$ cat src/rtl/spb_cfg.svh
// constants for the serial peripheral port block
`ifndef SPB_CFG_SVH
`define SPB_CFG_SVH
`define SPB_DATA_W       8
`define SPB_NUM_CS       4
`define SPB_DIV_W        8
`define SPB_DIV_RST      8'h02
`define SPB_DIV_ONE      8'h01
`define SPB_CS_IDLE      4'hf
`endif

$ cat src/rtl/spb_pkg.sv
// types for the serial peripheral port block
package spb_pkg;
  typedef enum logic [3:0]
  {
    SPB_IDLE  = 4'b0001,
    SPB_LOAD  = 4'b0010,
    SPB_SHIFT = 4'b0100,
    SPB_DONE  = 4'b1000
  } spb_state_t;
endpackage

$ cat src/rtl/spb_sync.sv
// two flip-flop synchroniser for pin inputs
`timescale 1ns/1ps
module spb_sync
#(
  parameter int W = 1
)
(
  input  wire logic         i_ref_clk,
  input  wire logic         i_rst_n,
  input  wire logic [W-1:0] i_async,
  output logic      [W-1:0] o_sync
);
  logic [W-1:0] meta_q;
  always_ff @(posedge i_ref_clk or negedge i_rst_n)
  begin
    if (!i_rst_n)
    begin
      meta_q <= '0;
      o_sync <= '0;
    end
    else
    begin
      meta_q <= i_async;
      o_sync <= meta_q;
    end
  end
endmodule

$ cat src/rtl/spb_port.sv
// serial peripheral port core with silicon quirks
// Summary of operation
// - in slave mode clearing enable does nothing; only soft reset stops the port.
// - cs0 held with mode-fault detection enabled: transfer never starts.
// - disable keeps tx empty flag; writes while disabled are discarded.
// - dma words written to tx register while disabled are lost.
// - no transmit underrun flag exists; lost slave characters go unreported.
// - mixed divider one, polarity 1, phase bit 0 gives one extra clock pulse.
// - slave rx ready asserts falsely when enabled while its clock pin is high.
`timescale 1ns/1ps
`include "spb_cfg.svh"
module spb_port
#(
  parameter int DW = `SPB_DATA_W,
  parameter int NC = `SPB_NUM_CS
)
(
  input  wire logic          i_ref_clk,
  input  wire logic          i_rst_n,
  input  wire logic          i_enable,
  input  wire logic          i_soft_reset_bit,
  input  wire logic          i_master_mode,
  input  wire logic          i_mode_fault_disable,
  input  wire logic          i_cs_hold_after_transfer,
  input  wire logic [1:0]    i_cs_sel,
  input  wire logic [NC-1:0] i_cs_polarity,
  input  wire logic [NC-1:0] i_clock_phase_bit,
  input  wire logic [NC*8-1:0] i_serial_clock_divider,
  input  wire logic          i_tx_wr,
  input  wire logic [DW-1:0] i_tx_data_reg,
  input  wire logic          i_rx_rd,
  input  wire logic          i_sck_pin,
  input  wire logic          i_ss_n_pin,
  input  wire logic          i_miso_pin,
  input  wire logic          i_mosi_pin,
  output logic               o_tx_reg_empty_flag,
  output logic               o_rx_ready_flag,
  output logic [DW-1:0]      o_rx_holding_reg,
  output logic               o_busy,
  output logic               o_sck,
  output logic               o_sck_oe,
  output logic               o_mosi,
  output logic               o_mosi_oe,
  output logic               o_miso,
  output logic               o_miso_oe,
  output logic [NC-1:0]      o_cs_n
);
  localparam int             BCW      = $clog2(DW+1);
  localparam logic [BCW-1:0] LAST_BIT = BCW'(DW);
  spb_pkg::spb_state_t state_q, state_d;
  logic [2:0] pins_s;
  logic       run_q, sck_d1_q, ss_d1_q, extra_q, last_div1_q;
  logic [DW-1:0] txbuf_q, sh_q, rx_q;
  logic       tde_q, rdy_q;
  logic [$clog2(DW+1)-1:0] bit_q;
  logic [7:0] div_cnt_q;
  logic       sck_q;

  spb_sync #(.W(3)) u_sync
  (
    .i_ref_clk (i_ref_clk),
    .i_rst_n   (i_rst_n),
    .i_async   ({i_sck_pin, i_ss_n_pin, i_master_mode ? i_miso_pin : i_mosi_pin}),
    .o_sync    (pins_s)
  );

  wire       sck_s   = pins_s[2];
  wire       ss_n_s  = pins_s[1];
  wire       din_s   = pins_s[0];
  wire [7:0] div_sel = i_serial_clock_divider[i_cs_sel*8 +: 8];
  wire       cpol    = i_cs_polarity[i_cs_sel];
  wire       clock_phase_bit   = i_clock_phase_bit[i_cs_sel];
  wire       div_one = (div_sel == `SPB_DIV_ONE);
  wire       hang    = i_cs_hold_after_transfer && !i_mode_fault_disable;
  wire       wr_ok   = i_tx_wr && run_q;
  wire       sck_rise = sck_s && !sck_d1_q;
  wire       ss_fall  = !ss_n_s && ss_d1_q;
  wire       div_tick = (div_cnt_q == 8'h00);
  // mode change between a divide-by-one and another divider under cpol 1 / clock_phase_bit 0
  wire       glitch  = i_master_mode && cpol && !clock_phase_bit && (div_one != last_div1_q);

  // slave mode ignores disable; master follows enable
  always_ff @(posedge i_ref_clk or negedge i_rst_n)
  begin
    if (!i_rst_n)
      run_q <= 1'b0;
    else if (i_soft_reset_bit)
      run_q <= 1'b0;
    else if (i_enable)
      run_q <= 1'b1;
    else if (i_master_mode)
      run_q <= 1'b0;
  end

  always_comb
  begin
    state_d = state_q;
    case (state_q)
      spb_pkg::SPB_IDLE:  if (run_q && i_master_mode && !tde_q && !hang) state_d = spb_pkg::SPB_LOAD;
      spb_pkg::SPB_LOAD:  state_d = spb_pkg::SPB_SHIFT;
      spb_pkg::SPB_SHIFT: if (bit_q == LAST_BIT) state_d = spb_pkg::SPB_DONE;
      spb_pkg::SPB_DONE:  state_d = spb_pkg::SPB_IDLE;
      default:            state_d = spb_pkg::SPB_IDLE;
    endcase
  end

  always_ff @(posedge i_ref_clk or negedge i_rst_n)
  begin
    if (!i_rst_n)
    begin
      state_q <= spb_pkg::SPB_IDLE;
      sck_d1_q <= 1'b0;
      ss_d1_q <= 1'b1;
      tde_q <= 1'b1;
      rdy_q <= 1'b0;
      txbuf_q <= '0;
      sh_q <= '0;
      rx_q <= '0;
      bit_q <= '0;
      div_cnt_q <= 8'h00;
      sck_q <= 1'b0;
      extra_q <= 1'b0;
      last_div1_q <= 1'b0;
    end
    else if (i_soft_reset_bit)
    begin
      state_q <= spb_pkg::SPB_IDLE;
      tde_q <= 1'b1;
      rdy_q <= 1'b0;
      bit_q <= '0;
      sck_q <= cpol;
      extra_q <= 1'b0;
    end
    else
    begin
      state_q <= state_d;
      sck_d1_q <= sck_s;
      ss_d1_q <= ss_n_s;
      last_div1_q <= div_one;
      // write taken only while running; disabled write leaves flag as is
      if (wr_ok)
      begin
        txbuf_q <= i_tx_data_reg;
        tde_q <= 1'b0;
      end
      if (i_rx_rd)
        rdy_q <= 1'b0;
      // slave reloads the shifter on select even with nothing written; no underrun status exists
      if (!i_master_mode && run_q && ss_fall)
      begin
        sh_q <= txbuf_q;
        tde_q <= 1'b1;
        bit_q <= '0;
      end
      // false ready: enabling a slave while its clock pin is high sets the flag
      if (!i_master_mode && (i_enable && !run_q && sck_s))
        rdy_q <= 1'b1;
      if (!i_master_mode && run_q && !ss_n_s && sck_rise)
      begin
        sh_q <= {sh_q[DW-2:0], din_s};
        bit_q <= bit_q + 1'b1;
        if (bit_q == LAST_BIT - 1'b1)
        begin
          rx_q <= {sh_q[DW-2:0], din_s};
          rdy_q <= 1'b1;
          bit_q <= '0;
        end
      end
      if (state_q == spb_pkg::SPB_LOAD)
      begin
        sh_q <= txbuf_q;
        tde_q <= 1'b1;
        bit_q <= '0;
        div_cnt_q <= div_sel;
        sck_q <= cpol;
        extra_q <= glitch;
      end
      if (state_q == spb_pkg::SPB_SHIFT)
      begin
        div_cnt_q <= div_tick ? div_sel - 8'h01 : div_cnt_q - 8'h01;
        // no toggle once the last bit is in, so a divide-by-one frame ends clean
        if (div_tick && bit_q != LAST_BIT)
        begin
          if (extra_q)
          begin
            sck_q <= ~sck_q;
            extra_q <= (sck_q == cpol);
          end
          else
          begin
            sck_q <= ~sck_q;
            if (sck_q != cpol)
            begin
              sh_q <= {sh_q[DW-2:0], din_s};
              bit_q <= bit_q + 1'b1;
            end
          end
        end
      end
      if (state_q == spb_pkg::SPB_DONE)
      begin
        rx_q <= sh_q;
        rdy_q <= 1'b1;
        sck_q <= cpol;
      end
    end
  end

  assign o_tx_reg_empty_flag = tde_q;
  assign o_rx_ready_flag     = rdy_q;
  assign o_rx_holding_reg    = rx_q;
  assign o_busy              = (state_q != spb_pkg::SPB_IDLE);
  assign o_sck               = sck_q;
  assign o_sck_oe            = i_master_mode && run_q;
  assign o_mosi              = sh_q[DW-1];
  assign o_mosi_oe           = i_master_mode && run_q;
  assign o_miso              = sh_q[DW-1];
  assign o_miso_oe           = !i_master_mode && run_q && !ss_n_s;
  assign o_cs_n              = (o_busy || (i_cs_hold_after_transfer && run_q && i_master_mode))
                               ? ~(4'h1 << i_cs_sel) : `SPB_CS_IDLE;
endmodule

$ cat config.mk
export PLATFORM = sky130hd
export DESIGN_NAME = spb_port
export DESIGN_NICKNAME = d
export VERILOG_FILES = /design/src/rtl/spb_pkg.sv /design/src/rtl/spb_sync.sv /design/src/rtl/spb_port.sv
export VERILOG_INCLUDE_DIRS = /design/src /design/src/rtl
export SDC_FILE = /design/constraint.sdc
export NUM_CORES = 1
export LEC_CHECK = 0
export BUFFER_PORTS_ARGS = -buffer_cell sky130_fd_sc_hd__buf_2
export CAP_MARGIN = 20
export CORE_ASPECT_RATIO = 0.75
export CORE_UTILIZATION = 45
export DETAILED_ROUTE_END_ITERATION = 10
export PLACE_DENSITY = 0.75
export SLEW_MARGIN = 20
export SYNTH_ARGS = -nofsm -noshare
export SYNTH_HDL_FRONTEND = slang
export SYNTH_SLANG_ARGS = --single-unit
$ cat constraint.sdc
create_clock -name i_ref_clk -period 2.35 [get_ports i_ref_clk]
set_input_delay 0.47 -clock i_ref_clk [delete_from_list [all_inputs] [get_ports i_ref_clk]]
set_output_delay 0.47 -clock i_ref_clk [all_outputs]
set_load 0.03 [all_outputs]
# --- Word level (Yosys, flattened, before mapping) ---
# Cells that the tools add are included.
classes:
  reduce_logical: 39
  n_bitwise: 3
  n_mux: 55
  n_lt_le_gt_ge: 1
  shifts: 2
  addsub: 3
  n_eq_ne: 14
ops:
  columns: ["op", "count"]
  rows:
  - ["$mux W8", 13]
  - ["$mux W4", 13]
  - ["$shiftx A32 B6 Y8", 1]
  - ["$mux W1", 26]
  - ["$logic_and A1 B1 Y1", 20]
  - ["$sub A8 B1 Y8 const B", 2]
  - ["$pmux W4 S3", 1]
  - ["$eq A4 B3 Y1 const B", 2]
  - ["$eq A4 B4 Y1 const B", 2]
  - ["$eq A8 B1 Y1 const B", 1]
  - ["$logic_not A1 Y1", 8]
  - ["$logic_not A8 Y1", 1]
  - ["$ne A3 B3 Y1 const B", 2]
  - ["$reduce_and A2 Y1", 3]
  - ["$reduce_bool A2 Y1", 3]
  - ["$add A4 B1 Y4 const B", 1]
  - ["$bmux W1 S2", 2]
  - ["$eq A4 B1 Y1 const B", 1]
  - ["$eq A4 B2 Y1 const B", 1]
  - ["$ne A4 B1 Y1 const B", 1]
  - ["$ne A4 B4 Y1 const B", 1]
  - ["$not A4 Y4", 1]
  - ["$reduce_bool A4 Y1", 1]
  - ["$shl A1 B2 Y4 const A", 1]
  - ["other kinds (7)", 9]
word_totals:
  reg_bits: 54
  input_bits: 63
  output_inout_bits: 21

# --- Logic depth before layout (Yosys ltp) ---
depth:
  ltp_word: 11
  mapped_depth: 9

# --- Modules after synthesis ---
# A second synthesis with hierarchy kept.
hier_totals:
  hier_cells: 310
  area_unflattened_um2: 3440.8
modules_own_cells:
  columns: ["mod", "instances", "seq_area_each_um2", "cells_per_inst", "area_each_um2"]
  rows:
  - ["spb_port", 1, 1204.9, 304, 3290.7]
  - ["spb_sync", 1, 150.1, 6, 150.1]

# --- Worst setup path before layout ---
# OpenSTA, ideal clock, no wires.
synth_timing:
  path_type: "input port to flip-flop"
  startpoint: "in i_cs_sel[0]"
  endpoint: "reg bit_q[2]"
  required_time_ns: 2.225
  path_stages: 7
  slack_ns: -0.012
  t_arrival_ns: 2.237
  cell_sequence: "buf_6 > mux4_2 > xnor2_2 > or3_1 > buf_6 > a21boi_2 > mux2_2"
synth_via:
  elab_chain_cells: 8
synth_lines:
  columns: ["element", "line_no", "source"]
  rows:
  - ["start: declaration", "spb_port.sv:25", "input wire logic [1:0] i_cs_sel,"]
  - ["$bmux W1 S2", "spb_port.sv:71", "wire cpol = i_cs_polarity[i_cs_sel];"]
  - ["$mux W1 (implied by the code)", "spb_port.sv:71", null]
  - ["$ne A1 B1 Y1", "spb_port.sv:192", "if (sck_q != cpol)"]
  - ["$mux W4", "spb_port.sv:192", null]
  - ["$mux W4", "spb_port.sv:184", "if (extra_q)"]
  - ["$mux W4", "spb_port.sv:182", "if (div_tick && bit_q != LAST_BIT)"]
  - ["$mux W4", "spb_port.sv:178", "if (state_q == spb_pkg::SPB_SHIFT)"]
  - ["$mux W4", "spb_port.sv:125", "else if (i_soft_reset_bit)"]
  - ["end signal: assignment", "spb_port.sv:161", "bit_q <= bit_q + 1'b1;"]
  - ["end signal: assignment", "spb_port.sv:195", "bit_q <= bit_q + 1'b1;"]
  - ["end: declaration", "spb_port.sv:55", "logic [$clog2(DW+1)-1:0] bit_q;"]
# No other way between the ends. The select of a mux whose other input is x is not followed.
# A chain may end at the register's enable or synchronous reset.

# --- Final worst setup path ---
layout_timing:
  startpoint: "reg state_q[3]"
  endpoint: "out o_cs_n[1]"
layout_via:
  elab_chain_cells: 3
layout_lines:
  columns: ["element", "line_no", "source"]
  rows:
  - ["start: declaration", "spb_port.sv:50", "spb_pkg::spb_state_t state_q, state_d;"]
  - ["start signal: assignment", "spb_port.sv:111", "state_q <= spb_pkg::SPB_IDLE;"]
  - ["start signal: assignment", "spb_port.sv:127", "state_q <= spb_pkg::SPB_IDLE;"]
  - ["start signal: assignment", "spb_port.sv:136", "state_q <= state_d;"]
  - ["$ne A4 B1 Y1", "spb_port.sv:212", "assign o_busy = (state_q != spb_pkg::SPB_IDLE);"]
  - ["$logic_or A1 B1 Y1", "spb_port.sv:219", "assign o_cs_n = (o_busy || (i_cs_hold_after_transfer && run_q && i_master_mode))"]
  - ["$mux W4 (no line)", null, null]
  - ["end: declaration", "spb_port.sv:46", "output logic [NC-1:0] o_cs_n"]
# No other way between the ends.

==> out/summary.txt <==
Final non-filler cell total: 523
First-pass GRT wire length: 14350 um
Remaining global-route overflow: 0
Pwr dens: 526.9 mW/mm^2
Slew HR: 31.92%
Number of nets in the synthesized netlist: 387
Dominant synthesized flop cell: dfrtp_1
Final setup violation count: 0
Total global-route track usage: 23.31%
Proportion of power drawn by the clock network: 25.7%
Final wirelength: 8596 um
Worst supply voltage drop on vdd: 0.2637 mV
Cell area after synthesis: 0.003397 mm^2
Fraction of final layout cells with drive strength greater than 1: 40.76%
Die area: 0.007904 mm^2
DPL Wire Length: 6528 um
Commonest non-fill, non-tap cells in the layout: 80 x buf_2, 49 x dfrtp_1, 33 x nor2_1, 33 x buf_4, 20 x a21oi_1
Syn. warnings: 0
Depth of the CTS H-tree: 2
Fill cells: 657
CP Data Arrival Time: 1810 ps
Drc violations: 0
Final period util: 97.12%
Sequential share of power: 51.3%
DP Area: 0.004046 mm^2
Initial Utilization: 46.34%
Fraction of the yosys area taken by sequential cells: 39.89%
Most common cell after layout, fill and taps aside: buf_2
Worst slack at placement: -49.20 ps
Endpoint of the worst register-to-register path: sh_q[2]
Proportion of register bits with asynchronous set or reset after synthesis: 100.0%
Classification of the worst setup path: register to output port
Comb power frac: 23.0%
Clock slew seen by the registers of the worst setup and hold paths: 100 ps
Worst min-delay path class: input pin to asynchronous set/reset pin
Hold Vio Cnt, Final: 0
Mapped Avg Cell Area: 10.65 um^2
Horizontal extent of the die: 102.3 um
Clock tree from TritonCTS: done
Remaining antenna violation count: 0
Area taken by multi-input logic gates: 0.001877 mm^2
Num Clock Sinks: 54
RSZ-0062 raised after global routing: no
Cells after synthesis: 319
Number of buffers on the longest clock path: 2
Reg-to-reg critical path startpoint: div_cnt_q[4]
Required time worst endpoint: 1880 ps
Highest fanout seen on the critical path: 6
Buffers on Ports: 83
Largest net degree at the start of global routing: 35
Sequential cell area: 0.001358 mm^2
Placer's final routability congestion estimate: 0.8970
Per-cell routed wire length: 16.44 um
Total leakage power: 1.903 nW
Switching part of the total power: 30.75%
Vias in the first global route: 2896
Worst-case reg-to-reg path depth: 6
Number of flip-flops and latches in the synthesized netlist: 54
Design area: 0.004185 mm^2
Number of maximum-capacitance constraint violations: 0
Post-synth EDFFs: 0
ANT cells: 0
Cell at the root of the clock tree: clkbuf_8
Sw Pwr: 0.0006780 W
Floorplan die height: 77.25 um
Post-synthesis cell type count: 67
Maximum clock rate: 438.2 MHz
Critical Path Sink Type: output port
Minimum clock period: 2282 ps
Insertion delay of the later-clocked pin in the worst-skew pair: 310 ps
Final Max Tran Viols: 0
Core outline area: 0.007331 mm^2
Number of buffers inserted during clock tree synthesis: 5
Worst reg-to-reg setup slack: 210 ps
Row cnt: 27
Via count: 2983
Via density: 5.704
Drt first pass iters: 5
Final clock skew: 5.779 ps
Setup crit start kind: register
Initial antenna violation count: 0
Syn-to-layout area delta: 23.20%
Final core area utilization: 57.09%
Number of I/O pins: 84
Summed negative setup slack over all endpoints: 0 ps
Final layout net count: 489
Placed cells: 513
Result of the run: complete, no violations
Worst-margin pin slew: 1013 ps
Worst-case setup margin in the final layout: 67.72 ps
Internal cell power: 0.001527 W
Number of DRC markers after the initial detailed-route iteration: 254
cells in the mapped netlist, types with 3 or more instances:
cell type | count | area share [%]
nand3_1 | 6 | 0.88
a22oi_1 | 8 | 1.8
mux2i_1 | 18 | 5.3
or4b_1 | 3 | 0.88
a31oi_1 | 5 | 0.92
o21ai_1 | 12 | 1.8
a21oi_1 | 21 | 3.1
ha_1 | 5 | 1.8
buf_6 | 4 | 1.3
nor3b_2 | 3 | 1.1
nor3_1 | 3 | 0.44
o31ai_1 | 3 | 0.66
mux2_2 | 12 | 4.0
buf_2 | 3 | 0.44
nor2_1 | 33 | 3.6
nand4_1 | 4 | 0.74
xor2_1 | 4 | 1.0
or4_1 | 3 | 0.66
mux4_2 | 9 | 6.0
dfrtp_1 | 51 | 38
clkbuf_1 | 8 | 0.88
nand2_1 | 18 | 2.0
o21ai_0 | 7 | 1.0
a32o_1 | 8 | 2.4
inv_1 | 10 | 1.1
dfstp_2 | 3 | 2.3
final cells by class:
type | count | area share, %
clock buffer | 6 | 1.973
sequential | 54 | 32.44
clock inverter | 2 | 0.3886
inverter | 10 | 0.8969
multi-input combinational | 235 | 44.84
tap | 101 | 3.019
timing repair buffer | 115 | 16.44
timing repair:
| item | in CTS | in global routing |
|---|---|---|
| setup endpoints to repair | 4 | 4 |
| setup buffers | 1 | 1 |
| hold buffers | 0 | 0 |
| resized for setup | 4 | 7 |
power groups by stage:
stage                     Clock [W]  Sequential [W]  Combinational (W)
after floorplan                   0         0.00112           0.000325
after global placement            0         0.00114           0.000489
after detailed placement          0         0.00114           0.000506
after CTS                  0.000577         0.00113           0.000508
after global routing       0.000617         0.00114           0.000558
final                      0.000566         0.00113           0.000508
worst max path at each step:
stage           startpoint   endpoint  slack (ps)  cells after the start
2_1_floorplan  i_cs_sel[0]   bit_q[2]           7                      7
4_1_cts         state_q[1]  o_cs_n[0]           3                      4
5_1_grt         state_q[0]  o_cs_n[1]           2                      5
3_3_place_gp   i_cs_sel[0]    sh_q[0]         0.6                      7
6_report        state_q[3]  o_cs_n[1]          70                      5
3_5_place_dp   i_cs_sel[0]    extra_q         -50                      9
metal layers:
layer	vias up	global-route usage, %	part of all wire, %
met5	-	0	0
met1	1445	34.81	47
met3	13	3.829	6.6
met2	111	35.23	46
met4	0	5.429	1.3
li1	1414	-	-
worst max-delay path, cell delays in order, from the launching register on:
cell	delay, ps
dfrtp_2	470
or4b_4	570
a21oi_4	160
nor2_1	50
nand2_1	60
buf_2	190
through the flow:
stage,hold WS [ps],total power (W)
after floorplan,174.4,0.001448
after global placement,334.4,0.001626
after detailed placement,336.5,0.001650
after CTS,191.4,0.002212
after global routing,214.5,0.002318
final,172.4,0.002205
cells by family after synthesis:
kind of cell | count (synthesis) | synth area share [%]
simple gates | 97 | 16.83
compound gates | 87 | 18.05
flops | 54 | 39.89
mux | 40 | 16.02
buf+inv | 30 | 5.598
xor+xnor | 6 | 1.768
fa+ha+maj | 5 | 1.842
Power figures use the tool's default switching activity.
